==> src/fesq_pkg.sv <==
package fesq_pkg;
	localparam int CLK_NS = 40;
	localparam int T_WP_NS = 80;
	localparam int T_RD_NS = 120;
	localparam int T_RP_NS = 500;
	localparam int T_WIN_NS = 50000;
	localparam int WP_CYC = (T_WP_NS + CLK_NS - 1) / CLK_NS;
	localparam int RD_CYC = (T_RD_NS + CLK_NS - 1) / CLK_NS;
	localparam int RP_CYC = (T_RP_NS + CLK_NS - 1) / CLK_NS;
	localparam int WIN_CYC = T_WIN_NS / CLK_NS;

	localparam logic [4:0] OFF_CTRL = 5'h00;
	localparam logic [4:0] OFF_ADDR = 5'h04;
	localparam logic [4:0] OFF_WDATA = 5'h08;
	localparam logic [4:0] OFF_STATUS = 5'h0c;
	localparam int CTRL_HOLD = 3;
	localparam int ST_BUSY = 0;
	localparam int ST_DONE = 1;
	localparam int ST_FAIL = 2;
	localparam int ST_WIN = 3;
	localparam int ST_RDY = 4;
	localparam int ST_ABORT = 5;
	localparam int ST_REFUSED = 6;
	localparam int ST_MISMATCH = 7;
	localparam int ST_RDATA = 8;

	localparam int POLL_BIT = 7;
	localparam int TOGGLE_BIT = 6;
	localparam int TIMEOUT_BIT = 5;

	localparam logic [18:0] UNLOCK_A1 = 19'h00555;
	localparam logic [18:0] UNLOCK_A2 = 19'h002aa;
	localparam logic [7:0] CODE_AA = 8'haa;
	localparam logic [7:0] CODE_55 = 8'h55;
	localparam logic [7:0] CODE_ERASE_SETUP = 8'h80;
	localparam logic [7:0] CODE_CHIP = 8'h10;
	localparam logic [7:0] CODE_SECTOR = 8'h30;
	localparam logic [7:0] CODE_PROG = 8'ha0;
	localparam logic [7:0] CODE_RESET = 8'hf0;
	localparam logic [1:0] RESP_OKAY = 2'h0;
	localparam logic [1:0] RESP_SLVERR = 2'h2;

	typedef enum logic [2:0] {
		OP_READ = 3'h0,
		OP_PROG = 3'h1,
		OP_CHIP = 3'h2,
		OP_SECTOR = 3'h3,
		OP_RESET = 3'h4,
		OP_HWRST = 3'h5,
		OP_ADD = 3'h6,
		OP_POLL = 3'h7
	} fesq_op_t;

	typedef enum logic [2:0] {
		S_IDLE = 3'h0,
		S_WSET = 3'h1,
		S_WLOW = 3'h2,
		S_WHI = 3'h3,
		S_RLOW = 3'h4,
		S_RHI = 3'h5,
		S_HWRST = 3'h6
	} fesq_state_t;

	typedef struct packed {
		logic        reset_n;
		logic        ce_n;
		logic        oe_n;
		logic        we_n;
		logic [18:0] addr;
		logic [7:0]  dq_out;
		logic        dq_oe;
	} fesq_pins_t;
endpackage : fesq_pkg
==> src/fesq_host.sv <==
`timescale 1ns/1ns
module fesq_host
(
	input  wire logic              clock,
	input  wire logic              rst_n,
	input  wire logic [4:0]        s_axi_awaddr,
	input  wire logic              s_axi_awvalid,
	output logic                   s_axi_awready,
	input  wire logic [31:0]       s_axi_wdata,
	input  wire logic [3:0]        s_axi_wstrb,
	input  wire logic              s_axi_wvalid,
	output logic                   s_axi_wready,
	output logic [1:0]             s_axi_bresp,
	output logic                   s_axi_bvalid,
	input  wire logic              s_axi_bready,
	input  wire logic [4:0]        s_axi_araddr,
	input  wire logic              s_axi_arvalid,
	output logic                   s_axi_arready,
	output logic [31:0]            s_axi_rdata,
	output logic [1:0]             s_axi_rresp,
	output logic                   s_axi_rvalid,
	input  wire logic              s_axi_rready,
	output fesq_pkg::fesq_pins_t   flash_out,
	input  wire logic [7:0]        flash_dq_in,
	input  wire logic              ready_busy_out
);
	fesq_pkg::fesq_state_t state_reg;
	fesq_pkg::fesq_op_t    op_reg;
	fesq_pkg::fesq_pins_t  pins_reg;
	fesq_pkg::fesq_pins_t  pins_next;
	logic [18:0] addr_reg;
	logic [7:0]  wdata_reg;
	logic [7:0]  rd_reg;
	logic [2:0]  step_reg;
	logic [3:0]  cnt_reg;
	logic [10:0] win_reg;
	logic        hold_reg;
	logic        prev_tog_reg;
	logic        prev_valid_reg;
	logic        confirm_reg;
	logic        seen_to_reg;
	logic        done_reg;
	logic        fail_reg;
	logic        abort_reg;
	logic        refused_reg;
	logic        mismatch_reg;
	logic        bvalid_reg;
	logic [1:0]  bresp_reg;
	logic        rvalid_reg;
	logic [1:0]  rresp_reg;
	logic [31:0] rdata_reg;

	// step table: unlock pair, setup code, a second unlock pair for erases, then the operation's own cycle
	function automatic logic [26:0] step_word(input fesq_pkg::fesq_op_t op,
		input logic [2:0] step, input logic [18:0] a, input logic [7:0] d);
		logic [26:0] w;
		w = {fesq_pkg::UNLOCK_A1, fesq_pkg::CODE_AA};
		case (step)
			3'h1: w = {fesq_pkg::UNLOCK_A2, fesq_pkg::CODE_55};
			3'h2: w = {fesq_pkg::UNLOCK_A1, (op == fesq_pkg::OP_PROG) ?
				fesq_pkg::CODE_PROG : fesq_pkg::CODE_ERASE_SETUP};
			3'h3: w = (op == fesq_pkg::OP_PROG) ? {a, d} : {fesq_pkg::UNLOCK_A1, fesq_pkg::CODE_AA};
			3'h4: w = {fesq_pkg::UNLOCK_A2, fesq_pkg::CODE_55};
			3'h5: w = (op == fesq_pkg::OP_CHIP) ? {fesq_pkg::UNLOCK_A1, fesq_pkg::CODE_CHIP} :
				{a, fesq_pkg::CODE_SECTOR};
			default: w = {fesq_pkg::UNLOCK_A1, fesq_pkg::CODE_AA};
		endcase
		if (op == fesq_pkg::OP_RESET)
			w = {19'h00000, fesq_pkg::CODE_RESET};
		if (op == fesq_pkg::OP_ADD)
			w = {a, fesq_pkg::CODE_SECTOR};
		return w;
	endfunction : step_word

	function automatic logic [31:0] merge(input logic [31:0] old, input logic [31:0] nw,
		input logic [3:0] strb);
		logic [31:0] r;
		r = old;
		for (int i = 0; i < 4; i++)
			if (strb[i])
				r[8*i +: 8] = nw[8*i +: 8];
		return r;
	endfunction : merge

	wire        wr_fire   = s_axi_awvalid && s_axi_wvalid && !bvalid_reg;
	wire        rd_fire   = s_axi_arvalid && !rvalid_reg;
	wire        idle      = (state_reg == fesq_pkg::S_IDLE);
	wire        win_open  = (win_reg != 11'h000);
	wire        wr_ctrl   = wr_fire && (s_axi_awaddr == fesq_pkg::OFF_CTRL) && s_axi_wstrb[0];
	wire        wr_addr   = wr_fire && (s_axi_awaddr == fesq_pkg::OFF_ADDR);
	wire        wr_wdata  = wr_fire && (s_axi_awaddr == fesq_pkg::OFF_WDATA);
	wire        wr_status = wr_fire && (s_axi_awaddr == fesq_pkg::OFF_STATUS);
	wire        wr_bad    = wr_fire && !(wr_ctrl || wr_addr || wr_wdata || wr_status ||
		(s_axi_awaddr == fesq_pkg::OFF_CTRL));
	wire fesq_pkg::fesq_op_t new_op = fesq_pkg::fesq_op_t'(s_axi_wdata[2:0]);
	// a program or erase command in the load window would kill the pending erase
	wire        refuse_win = win_open && (new_op == fesq_pkg::OP_PROG ||
		new_op == fesq_pkg::OP_CHIP || new_op == fesq_pkg::OP_SECTOR);
	wire        refuse_add = !win_open && (new_op == fesq_pkg::OP_ADD);
	wire        launch    = wr_ctrl && idle && !refuse_win && !refuse_add;
	wire        refuse    = wr_ctrl && idle && (refuse_win || refuse_add);
	wire [26:0] cur_word  = step_word(op_reg, step_reg, addr_reg, wdata_reg);
	wire [2:0]  last_step = (op_reg == fesq_pkg::OP_PROG) ? 3'h3 :
		(op_reg == fesq_pkg::OP_CHIP || op_reg == fesq_pkg::OP_SECTOR) ? 3'h5 : 3'h0;
	wire        is_erase  = (op_reg == fesq_pkg::OP_CHIP || op_reg == fesq_pkg::OP_SECTOR ||
		op_reg == fesq_pkg::OP_ADD || op_reg == fesq_pkg::OP_POLL);
	wire        poll_ok   = is_erase ? rd_reg[fesq_pkg::POLL_BIT] :
		(rd_reg[fesq_pkg::POLL_BIT] == wdata_reg[fesq_pkg::POLL_BIT]);
	wire        steady    = prev_valid_reg &&
		(rd_reg[fesq_pkg::TOGGLE_BIT] == prev_tog_reg);
	wire        timed_out = rd_reg[fesq_pkg::TIMEOUT_BIT];
	wire        wr_ends   = (state_reg == fesq_pkg::S_WHI) && (step_reg == last_step);
	wire        go_poll   = !(op_reg == fesq_pkg::OP_RESET) && !(fail_reg) &&
		!((op_reg == fesq_pkg::OP_SECTOR || op_reg == fesq_pkg::OP_ADD) && hold_reg);
	wire        cnt_end_w = (cnt_reg == 4'(fesq_pkg::WP_CYC - 1));
	wire        cnt_end_r = (cnt_reg == 4'(fesq_pkg::RD_CYC - 1));
	wire        cnt_end_h = (cnt_reg == 4'(fesq_pkg::RP_CYC - 1));
	wire        is_write  = (state_reg == fesq_pkg::S_WSET || state_reg == fesq_pkg::S_WLOW ||
		state_reg == fesq_pkg::S_WHI);
	wire [31:0] status_w  = {16'h0000, rd_reg, mismatch_reg, refused_reg, abort_reg,
		ready_busy_out, win_open, fail_reg, done_reg, !idle};

	always_comb
	begin
		pins_next.reset_n = (state_reg != fesq_pkg::S_HWRST);
		pins_next.ce_n    = !(state_reg == fesq_pkg::S_WSET || state_reg == fesq_pkg::S_WLOW ||
			state_reg == fesq_pkg::S_RLOW);
		pins_next.oe_n    = (state_reg != fesq_pkg::S_RLOW);
		pins_next.we_n    = (state_reg != fesq_pkg::S_WLOW);
		pins_next.addr    = is_write ? cur_word[26:8] : addr_reg;
		pins_next.dq_out  = cur_word[7:0];
		pins_next.dq_oe   = is_write;
	end

	always_ff @(posedge clock or negedge rst_n)
	begin
		if (!rst_n)
		begin
			state_reg      <= fesq_pkg::S_IDLE;
			op_reg         <= fesq_pkg::OP_READ;
			pins_reg       <= '{reset_n: 1'b1, ce_n: 1'b1, oe_n: 1'b1, we_n: 1'b1,
				addr: 19'h00000, dq_out: 8'h00, dq_oe: 1'b0};
			addr_reg       <= 19'h00000;
			wdata_reg      <= 8'hff;
			rd_reg         <= 8'h00;
			step_reg       <= 3'h0;
			cnt_reg        <= 4'h0;
			win_reg        <= 11'h000;
			hold_reg       <= 1'b0;
			prev_tog_reg   <= 1'b0;
			prev_valid_reg <= 1'b0;
			confirm_reg    <= 1'b0;
			seen_to_reg    <= 1'b0;
			done_reg       <= 1'b0;
			fail_reg       <= 1'b0;
			abort_reg      <= 1'b0;
			refused_reg    <= 1'b0;
			mismatch_reg   <= 1'b0;
		end
		else
		begin
			pins_reg <= pins_next;
			if (wr_addr)
				addr_reg <= 19'(merge({13'h0000, addr_reg}, s_axi_wdata, s_axi_wstrb));
			if (wr_wdata && s_axi_wstrb[0])
				wdata_reg <= s_axi_wdata[7:0];
			if (refuse)
				refused_reg <= 1'b1;
			if (wr_ends && cur_word[7:0] == fesq_pkg::CODE_SECTOR && op_reg != fesq_pkg::OP_CHIP)
				win_reg <= 11'(fesq_pkg::WIN_CYC);
			else if (win_open)
				win_reg <= win_reg - 11'h001;
			case (state_reg)
				fesq_pkg::S_IDLE:
				begin
					cnt_reg <= 4'h0;
					step_reg <= 3'h0;
					if (launch)
					begin
						op_reg         <= new_op;
						hold_reg       <= s_axi_wdata[fesq_pkg::CTRL_HOLD];
						done_reg       <= 1'b0;
						fail_reg       <= 1'b0;
						abort_reg      <= 1'b0;
						refused_reg    <= 1'b0;
						mismatch_reg   <= 1'b0;
						prev_valid_reg <= 1'b0;
						confirm_reg    <= 1'b0;
						seen_to_reg    <= 1'b0;
						if (new_op == fesq_pkg::OP_HWRST)
							state_reg <= fesq_pkg::S_HWRST;
						else if (new_op == fesq_pkg::OP_READ || new_op == fesq_pkg::OP_POLL)
							state_reg <= fesq_pkg::S_RLOW;
						else
							state_reg <= fesq_pkg::S_WSET;
					end
				end
				fesq_pkg::S_WSET:
					state_reg <= fesq_pkg::S_WLOW;
				fesq_pkg::S_WLOW:
				begin
					cnt_reg <= cnt_end_w ? 4'h0 : cnt_reg + 4'h1;
					if (cnt_end_w)
						state_reg <= fesq_pkg::S_WHI;
				end
				fesq_pkg::S_WHI:
				begin
					// sequence runs to its last cycle before any polling starts
					step_reg <= step_reg + 3'h1;
					if (!wr_ends)
						state_reg <= fesq_pkg::S_WSET;
					else if (go_poll)
						state_reg <= fesq_pkg::S_RLOW;
					else
					begin
						done_reg  <= !fail_reg;
						state_reg <= fesq_pkg::S_IDLE;
					end
				end
				fesq_pkg::S_RLOW:
				begin
					cnt_reg <= cnt_end_r ? 4'h0 : cnt_reg + 4'h1;
					if (cnt_end_r)
					begin
						rd_reg    <= flash_dq_in;
						state_reg <= fesq_pkg::S_RHI;
					end
				end
				fesq_pkg::S_RHI:
				begin
					prev_tog_reg   <= rd_reg[fesq_pkg::TOGGLE_BIT];
					prev_valid_reg <= 1'b1;
					state_reg      <= fesq_pkg::S_RLOW;
					if (op_reg == fesq_pkg::OP_READ || confirm_reg)
					begin
						// bit 7 can flip before bits 6..0 settle, so this is the good read
						done_reg     <= 1'b1;
						mismatch_reg <= (op_reg == fesq_pkg::OP_PROG) && (rd_reg != wdata_reg);
						state_reg    <= fesq_pkg::S_IDLE;
					end
					else if (steady && poll_ok)
						confirm_reg <= 1'b1;
					else if (prev_valid_reg && timed_out && !steady)
					begin
						seen_to_reg <= 1'b1;
						if (seen_to_reg)
						begin
							fail_reg  <= 1'b1;
							op_reg    <= fesq_pkg::OP_RESET;
							step_reg  <= 3'h0;
							state_reg <= fesq_pkg::S_WSET;
						end
					end
				end
				fesq_pkg::S_HWRST:
				begin
					cnt_reg <= cnt_end_h ? 4'h0 : cnt_reg + 4'h1;
					if (cnt_end_h)
					begin
						abort_reg <= 1'b1;
						state_reg <= fesq_pkg::S_IDLE;
					end
				end
				default:
					state_reg <= fesq_pkg::S_IDLE;
			endcase
			// a reset command also ends the load window inside the device
			if (state_reg == fesq_pkg::S_HWRST || (launch && new_op == fesq_pkg::OP_RESET))
				win_reg <= 11'h000;
		end
	end

	always_ff @(posedge clock or negedge rst_n)
	begin
		if (!rst_n)
		begin
			bvalid_reg <= 1'b0;
			bresp_reg  <= fesq_pkg::RESP_OKAY;
			rvalid_reg <= 1'b0;
			rresp_reg  <= fesq_pkg::RESP_OKAY;
			rdata_reg  <= 32'h00000000;
		end
		else
		begin
			if (wr_fire)
			begin
				bvalid_reg <= 1'b1;
				bresp_reg  <= (wr_bad || (wr_ctrl && !idle)) ? fesq_pkg::RESP_SLVERR :
					fesq_pkg::RESP_OKAY;
			end
			else if (s_axi_bready)
				bvalid_reg <= 1'b0;
			if (rd_fire)
			begin
				rvalid_reg <= 1'b1;
				rresp_reg  <= fesq_pkg::RESP_OKAY;
				case (s_axi_araddr)
					fesq_pkg::OFF_CTRL:   rdata_reg <= {28'h0000000, hold_reg, op_reg};
					fesq_pkg::OFF_ADDR:   rdata_reg <= {13'h0000, addr_reg};
					fesq_pkg::OFF_WDATA:  rdata_reg <= {24'h000000, wdata_reg};
					fesq_pkg::OFF_STATUS: rdata_reg <= status_w;
					default:
					begin
						rdata_reg <= 32'h00000000;
						rresp_reg <= fesq_pkg::RESP_SLVERR;
					end
				endcase
			end
			else if (s_axi_rready)
				rvalid_reg <= 1'b0;
		end
	end

	assign s_axi_awready = wr_fire;
	assign s_axi_wready  = wr_fire;
	assign s_axi_bvalid  = bvalid_reg;
	assign s_axi_bresp   = bresp_reg;
	assign s_axi_arready = !rvalid_reg;
	assign s_axi_rvalid  = rvalid_reg;
	assign s_axi_rresp   = rresp_reg;
	assign s_axi_rdata   = rdata_reg;
	assign flash_out     = pins_reg;
endmodule : fesq_host

==> config.mk <==
export PLATFORM = sky130hd
export DESIGN_NAME = fesq_host
export DESIGN_NICKNAME = d
export VERILOG_FILES = /design/src/fesq_pkg.sv /design/src/fesq_host.sv
export SDC_FILE = /design/constraint.sdc
export NUM_CORES = 1
export LEC_CHECK = 0
export BUFFER_PORTS_ARGS = -buffer_cell sky130_fd_sc_hd__buf_2
export CAP_MARGIN = 30
export CORE_ASPECT_RATIO = 0.9
export CORE_MARGIN = 2
export CORE_UTILIZATION = 54
export DETAILED_ROUTE_END_ITERATION = 8
export HOLD_SLACK_MARGIN = 0.15
export PLACE_DENSITY_LB_ADDON = 0.1
export SLEW_MARGIN = 20
export SYNTH_ARGS = -nofsm -noshare
export SYNTH_HDL_FRONTEND = slang
export SYNTH_SLANG_ARGS = --single-unit
==> constraint.sdc <==
create_clock -name clock -period 2.99 [get_ports clock]
set_clock_uncertainty 0.2 [all_clocks]
set_input_delay 0.299 -clock clock [delete_from_list [all_inputs] [get_ports clock]]
set_output_delay 0.299 -clock clock [all_outputs]
set_load 0.01 [all_outputs]
==> metrics <==
VDD IR max approximately 0.63 mV; Initial DRT Pass Iterations 6; post-synth cell types 66; clock latency on the worst-skew pair between 400 and 500 ps; area leader, netlist dfrtp_1; height of the die roughly 100 um; Cell Area, Placed 6720 um2; clock buffers created by TritonCTS 17; DRT Wirelength about 15000 um; fraction of synthesized cell area in xor and xnor cells under 10%; vias per inst roughly 5.6; Yosys reg bits 124; htree depth 4; status finished clean; Synth Area in Compound Gates 15.5%; sequential fraction of the synthesis area 51.7%; clock root buffer clkbuf_16; largest stage delay on the critical path 590 ps; core area between 10000 and 15000 um2; Crit Path Class in2reg; clock slew at reported path FFs 60 ps; most common cell after layout, fill and taps aside dfrtp_1; DRT iter0 DRCs 352; count of final hold-check violations 0; synth top area cells dfrtp_1 46%, mux2_2 7.1%, dfstp_2 5.2%, nand2_1 3.2%, o21ai_0 3.1%; post-synthesis adder-cell area fraction 2.08%; CTS tree done; initial antenna violation count 0; Die W 115 um; DP HPWL roughly 11000 um; Critical Path RT 3130 ps; CP Buf/Inv Count 4; largest net degree at the start of global routing between 50 and 60; Layout fillers roughly 750; routed via count approximately 5000; Post-synth top flop dfrtp_1; top cell type's share of synthesized area 46.5%; share of cells above drive strength 1 30.4%; Total Power just over 6 mW; largest family of logic cells by synthesized area compound AO/OA/AOI/OAI gates; cell area after layout 7750 um2; Async S/R FF share, synth 100%; I/O pins 135; synthesized area 6030 um2; total negative slack 0 ps; Lkg Pwr roughly 3.8 nW; Final Setup Violations 0; Top Family by Delay on Critical Path buffers and inverters; RePlAce Congestion 0.889; P&R area growth vs syn 28.6%; Mapped Cells 550; startpoint types input pin; unrepaired setup endpoints after global routing no; die area 12000 um2; Reg2Reg Setup Slack 210 ps; Antenna Cells 0; first-pass GRT wire length about 25000 um; Final period util 93.9%; multiplexer area fraction after synthesis 9.46%; crit path max-delay cell type dlygate4sd3_1; Min-Delay Path Class in2reg; Overflow after GRT 0; GRT Overall Usage 26.7%; max-cap viol count 0; max reg flops 32; Critical Path AT 2950 ps; clk buf depth 2; # clock sinks 124; CP Capture Type register; relative slew slack between 40% and 50%; average routed wire per standard cell 17.6 um; Pwr Density 780 nW/um2; cell count after placement 797; Crit Path Max Fanout 2; Most common cell on crit path dlygate4sd3_1; Syn Area/Cell 11.0 um2; Max Freq 356 MHz; number of core rows 36; CP Cell Sequence dlygate4sd3_1 > buf_2 > nor3_1 > dlygate4sd3_1 > nand2_1 > nor4_2 > nand4_1 > dlygate4sd3_1 > a21oi_1; Worst-Margin Slew ~810 ps; yosys warns 0; Synth Area in Simple Gates 14.0%; NumNets Final 777; commonest cells after routing, fill and taps aside 111 x dfrtp_1, 104 x buf_2, 52 x nand2_1; vias in the first global route 4766; Port Buffers roughly 110; post-route insts no fill 870; antenna viol nets, final 0; DRC violations left 0; Post-synth EDFFs 0; Slew Limit Fails 0; minimum clock period after layout 2810 ps; initial core utilization 55.5%
==> logic make-up after synthesis <==
family                     Yosys count
adders and majority gates           10
xor gates and xnor gates            18
AOI/OAI and AO/OA                  132
other                                1
muxes                               48
and+or+nand+nor                    162
buffers and inverters               55
DFF                                124
==> synthesized netlist by cell type, types with 11 or more instances <==
cell and instances:
dfrtp_1 112, nand2_1 52, mux2_2 38, o21ai_0 37
nor2_1 32, a21oi_1 18, buf_4 16, inv_1 16
a21o_1 15, a22oi_1 13, clkbuf_1 13, dfstp_2 12
nor3_1 12, xor2_1 12, a22o_1 11
==> worst reg2reg max path, cell delays in order (launching register included) <==
cell      delay [ps]
dfrtp_1          440
ha_1             220
ha_1             300
and4bb_2         310
a21boi_1         220
o21a_1           150
a21oi_1           60
nor4_1           390
buf_4            270
o21bai_1         130
==> layer usage <==
layer | track usage [%] | wire length (um) | vias up
li1 | - | - | 2267
met1 | 37.2 | 6960 | 2440
met2 | 41.9 | 7380 | 171
met3 | 5.83 | 802 | 19
met4 | 8.18 | 194 | 0
met5 | 0 | 0 | -
==> layout make-up <==
| cell class | count | area (um2) | area share [%] |
|---|---|---|---|
| sequential | 124 | 3120 | 40.2 |
| multi-input combinational | 385 | 2700 | 34.8 |
| timing repair buffer | 160 | 1070 | 13.8 |
| clock buffer | 27 | 513 | 6.62 |
| tap | 152 | 190 | 2.45 |
| clock inverter | 5 | 105 | 1.36 |
| inverter | 17 | 63.8 | 0.823 |
==> report_power, final <==
part,internal [mW],total [mW],leakage [nW],switching [mW]
Sequential,1.99,2.30,1.58,0.309
Combinational,0.727,1.62,1.89,0.896
Clock,1.42,2.13,0.294,0.706
Total,4.14,6.05,3.77,1.91
==> metrics by stage <==
step           worst slack, ps  util [%]  hold WS [ps]
2_1_floorplan              556         -          -197
3_3_place_gp               308      61.9           191
3_5_place_dp               231      61.9           194
4_1_cts                    106      71.4           173
5_1_grt                   44.9      71.4           216
6_report                   182      71.4           193
==> final timing paths <==
check                                  endpoint       startpoint  cells past startpoint
worst min-delay path             s_axi_rdata[4]  s_axi_araddr[3]                      3
worst max register to register       win_reg[7]      step_reg[0]                      9
min in group asynchronous          flash_out[6]            rst_n                      2
worst max-delay path               state_reg[1]  s_axi_awaddr[0]                      9
max in group asynchronous          wdata_reg[6]            rst_n                      3
worst min register to register  s_axi_rdata[16]  s_axi_rdata[16]                      2
==> timing repair <==
action | CTS | global route
setup buffers | 0 | 0
hold buffers | 41 | 0
endpoints found under the setup margin | 0 | 8
hold endpoints to repair | 92 | 0
gates resized for setup | 0 | 2
Note: power is estimated with default switching activity, not from simulation.
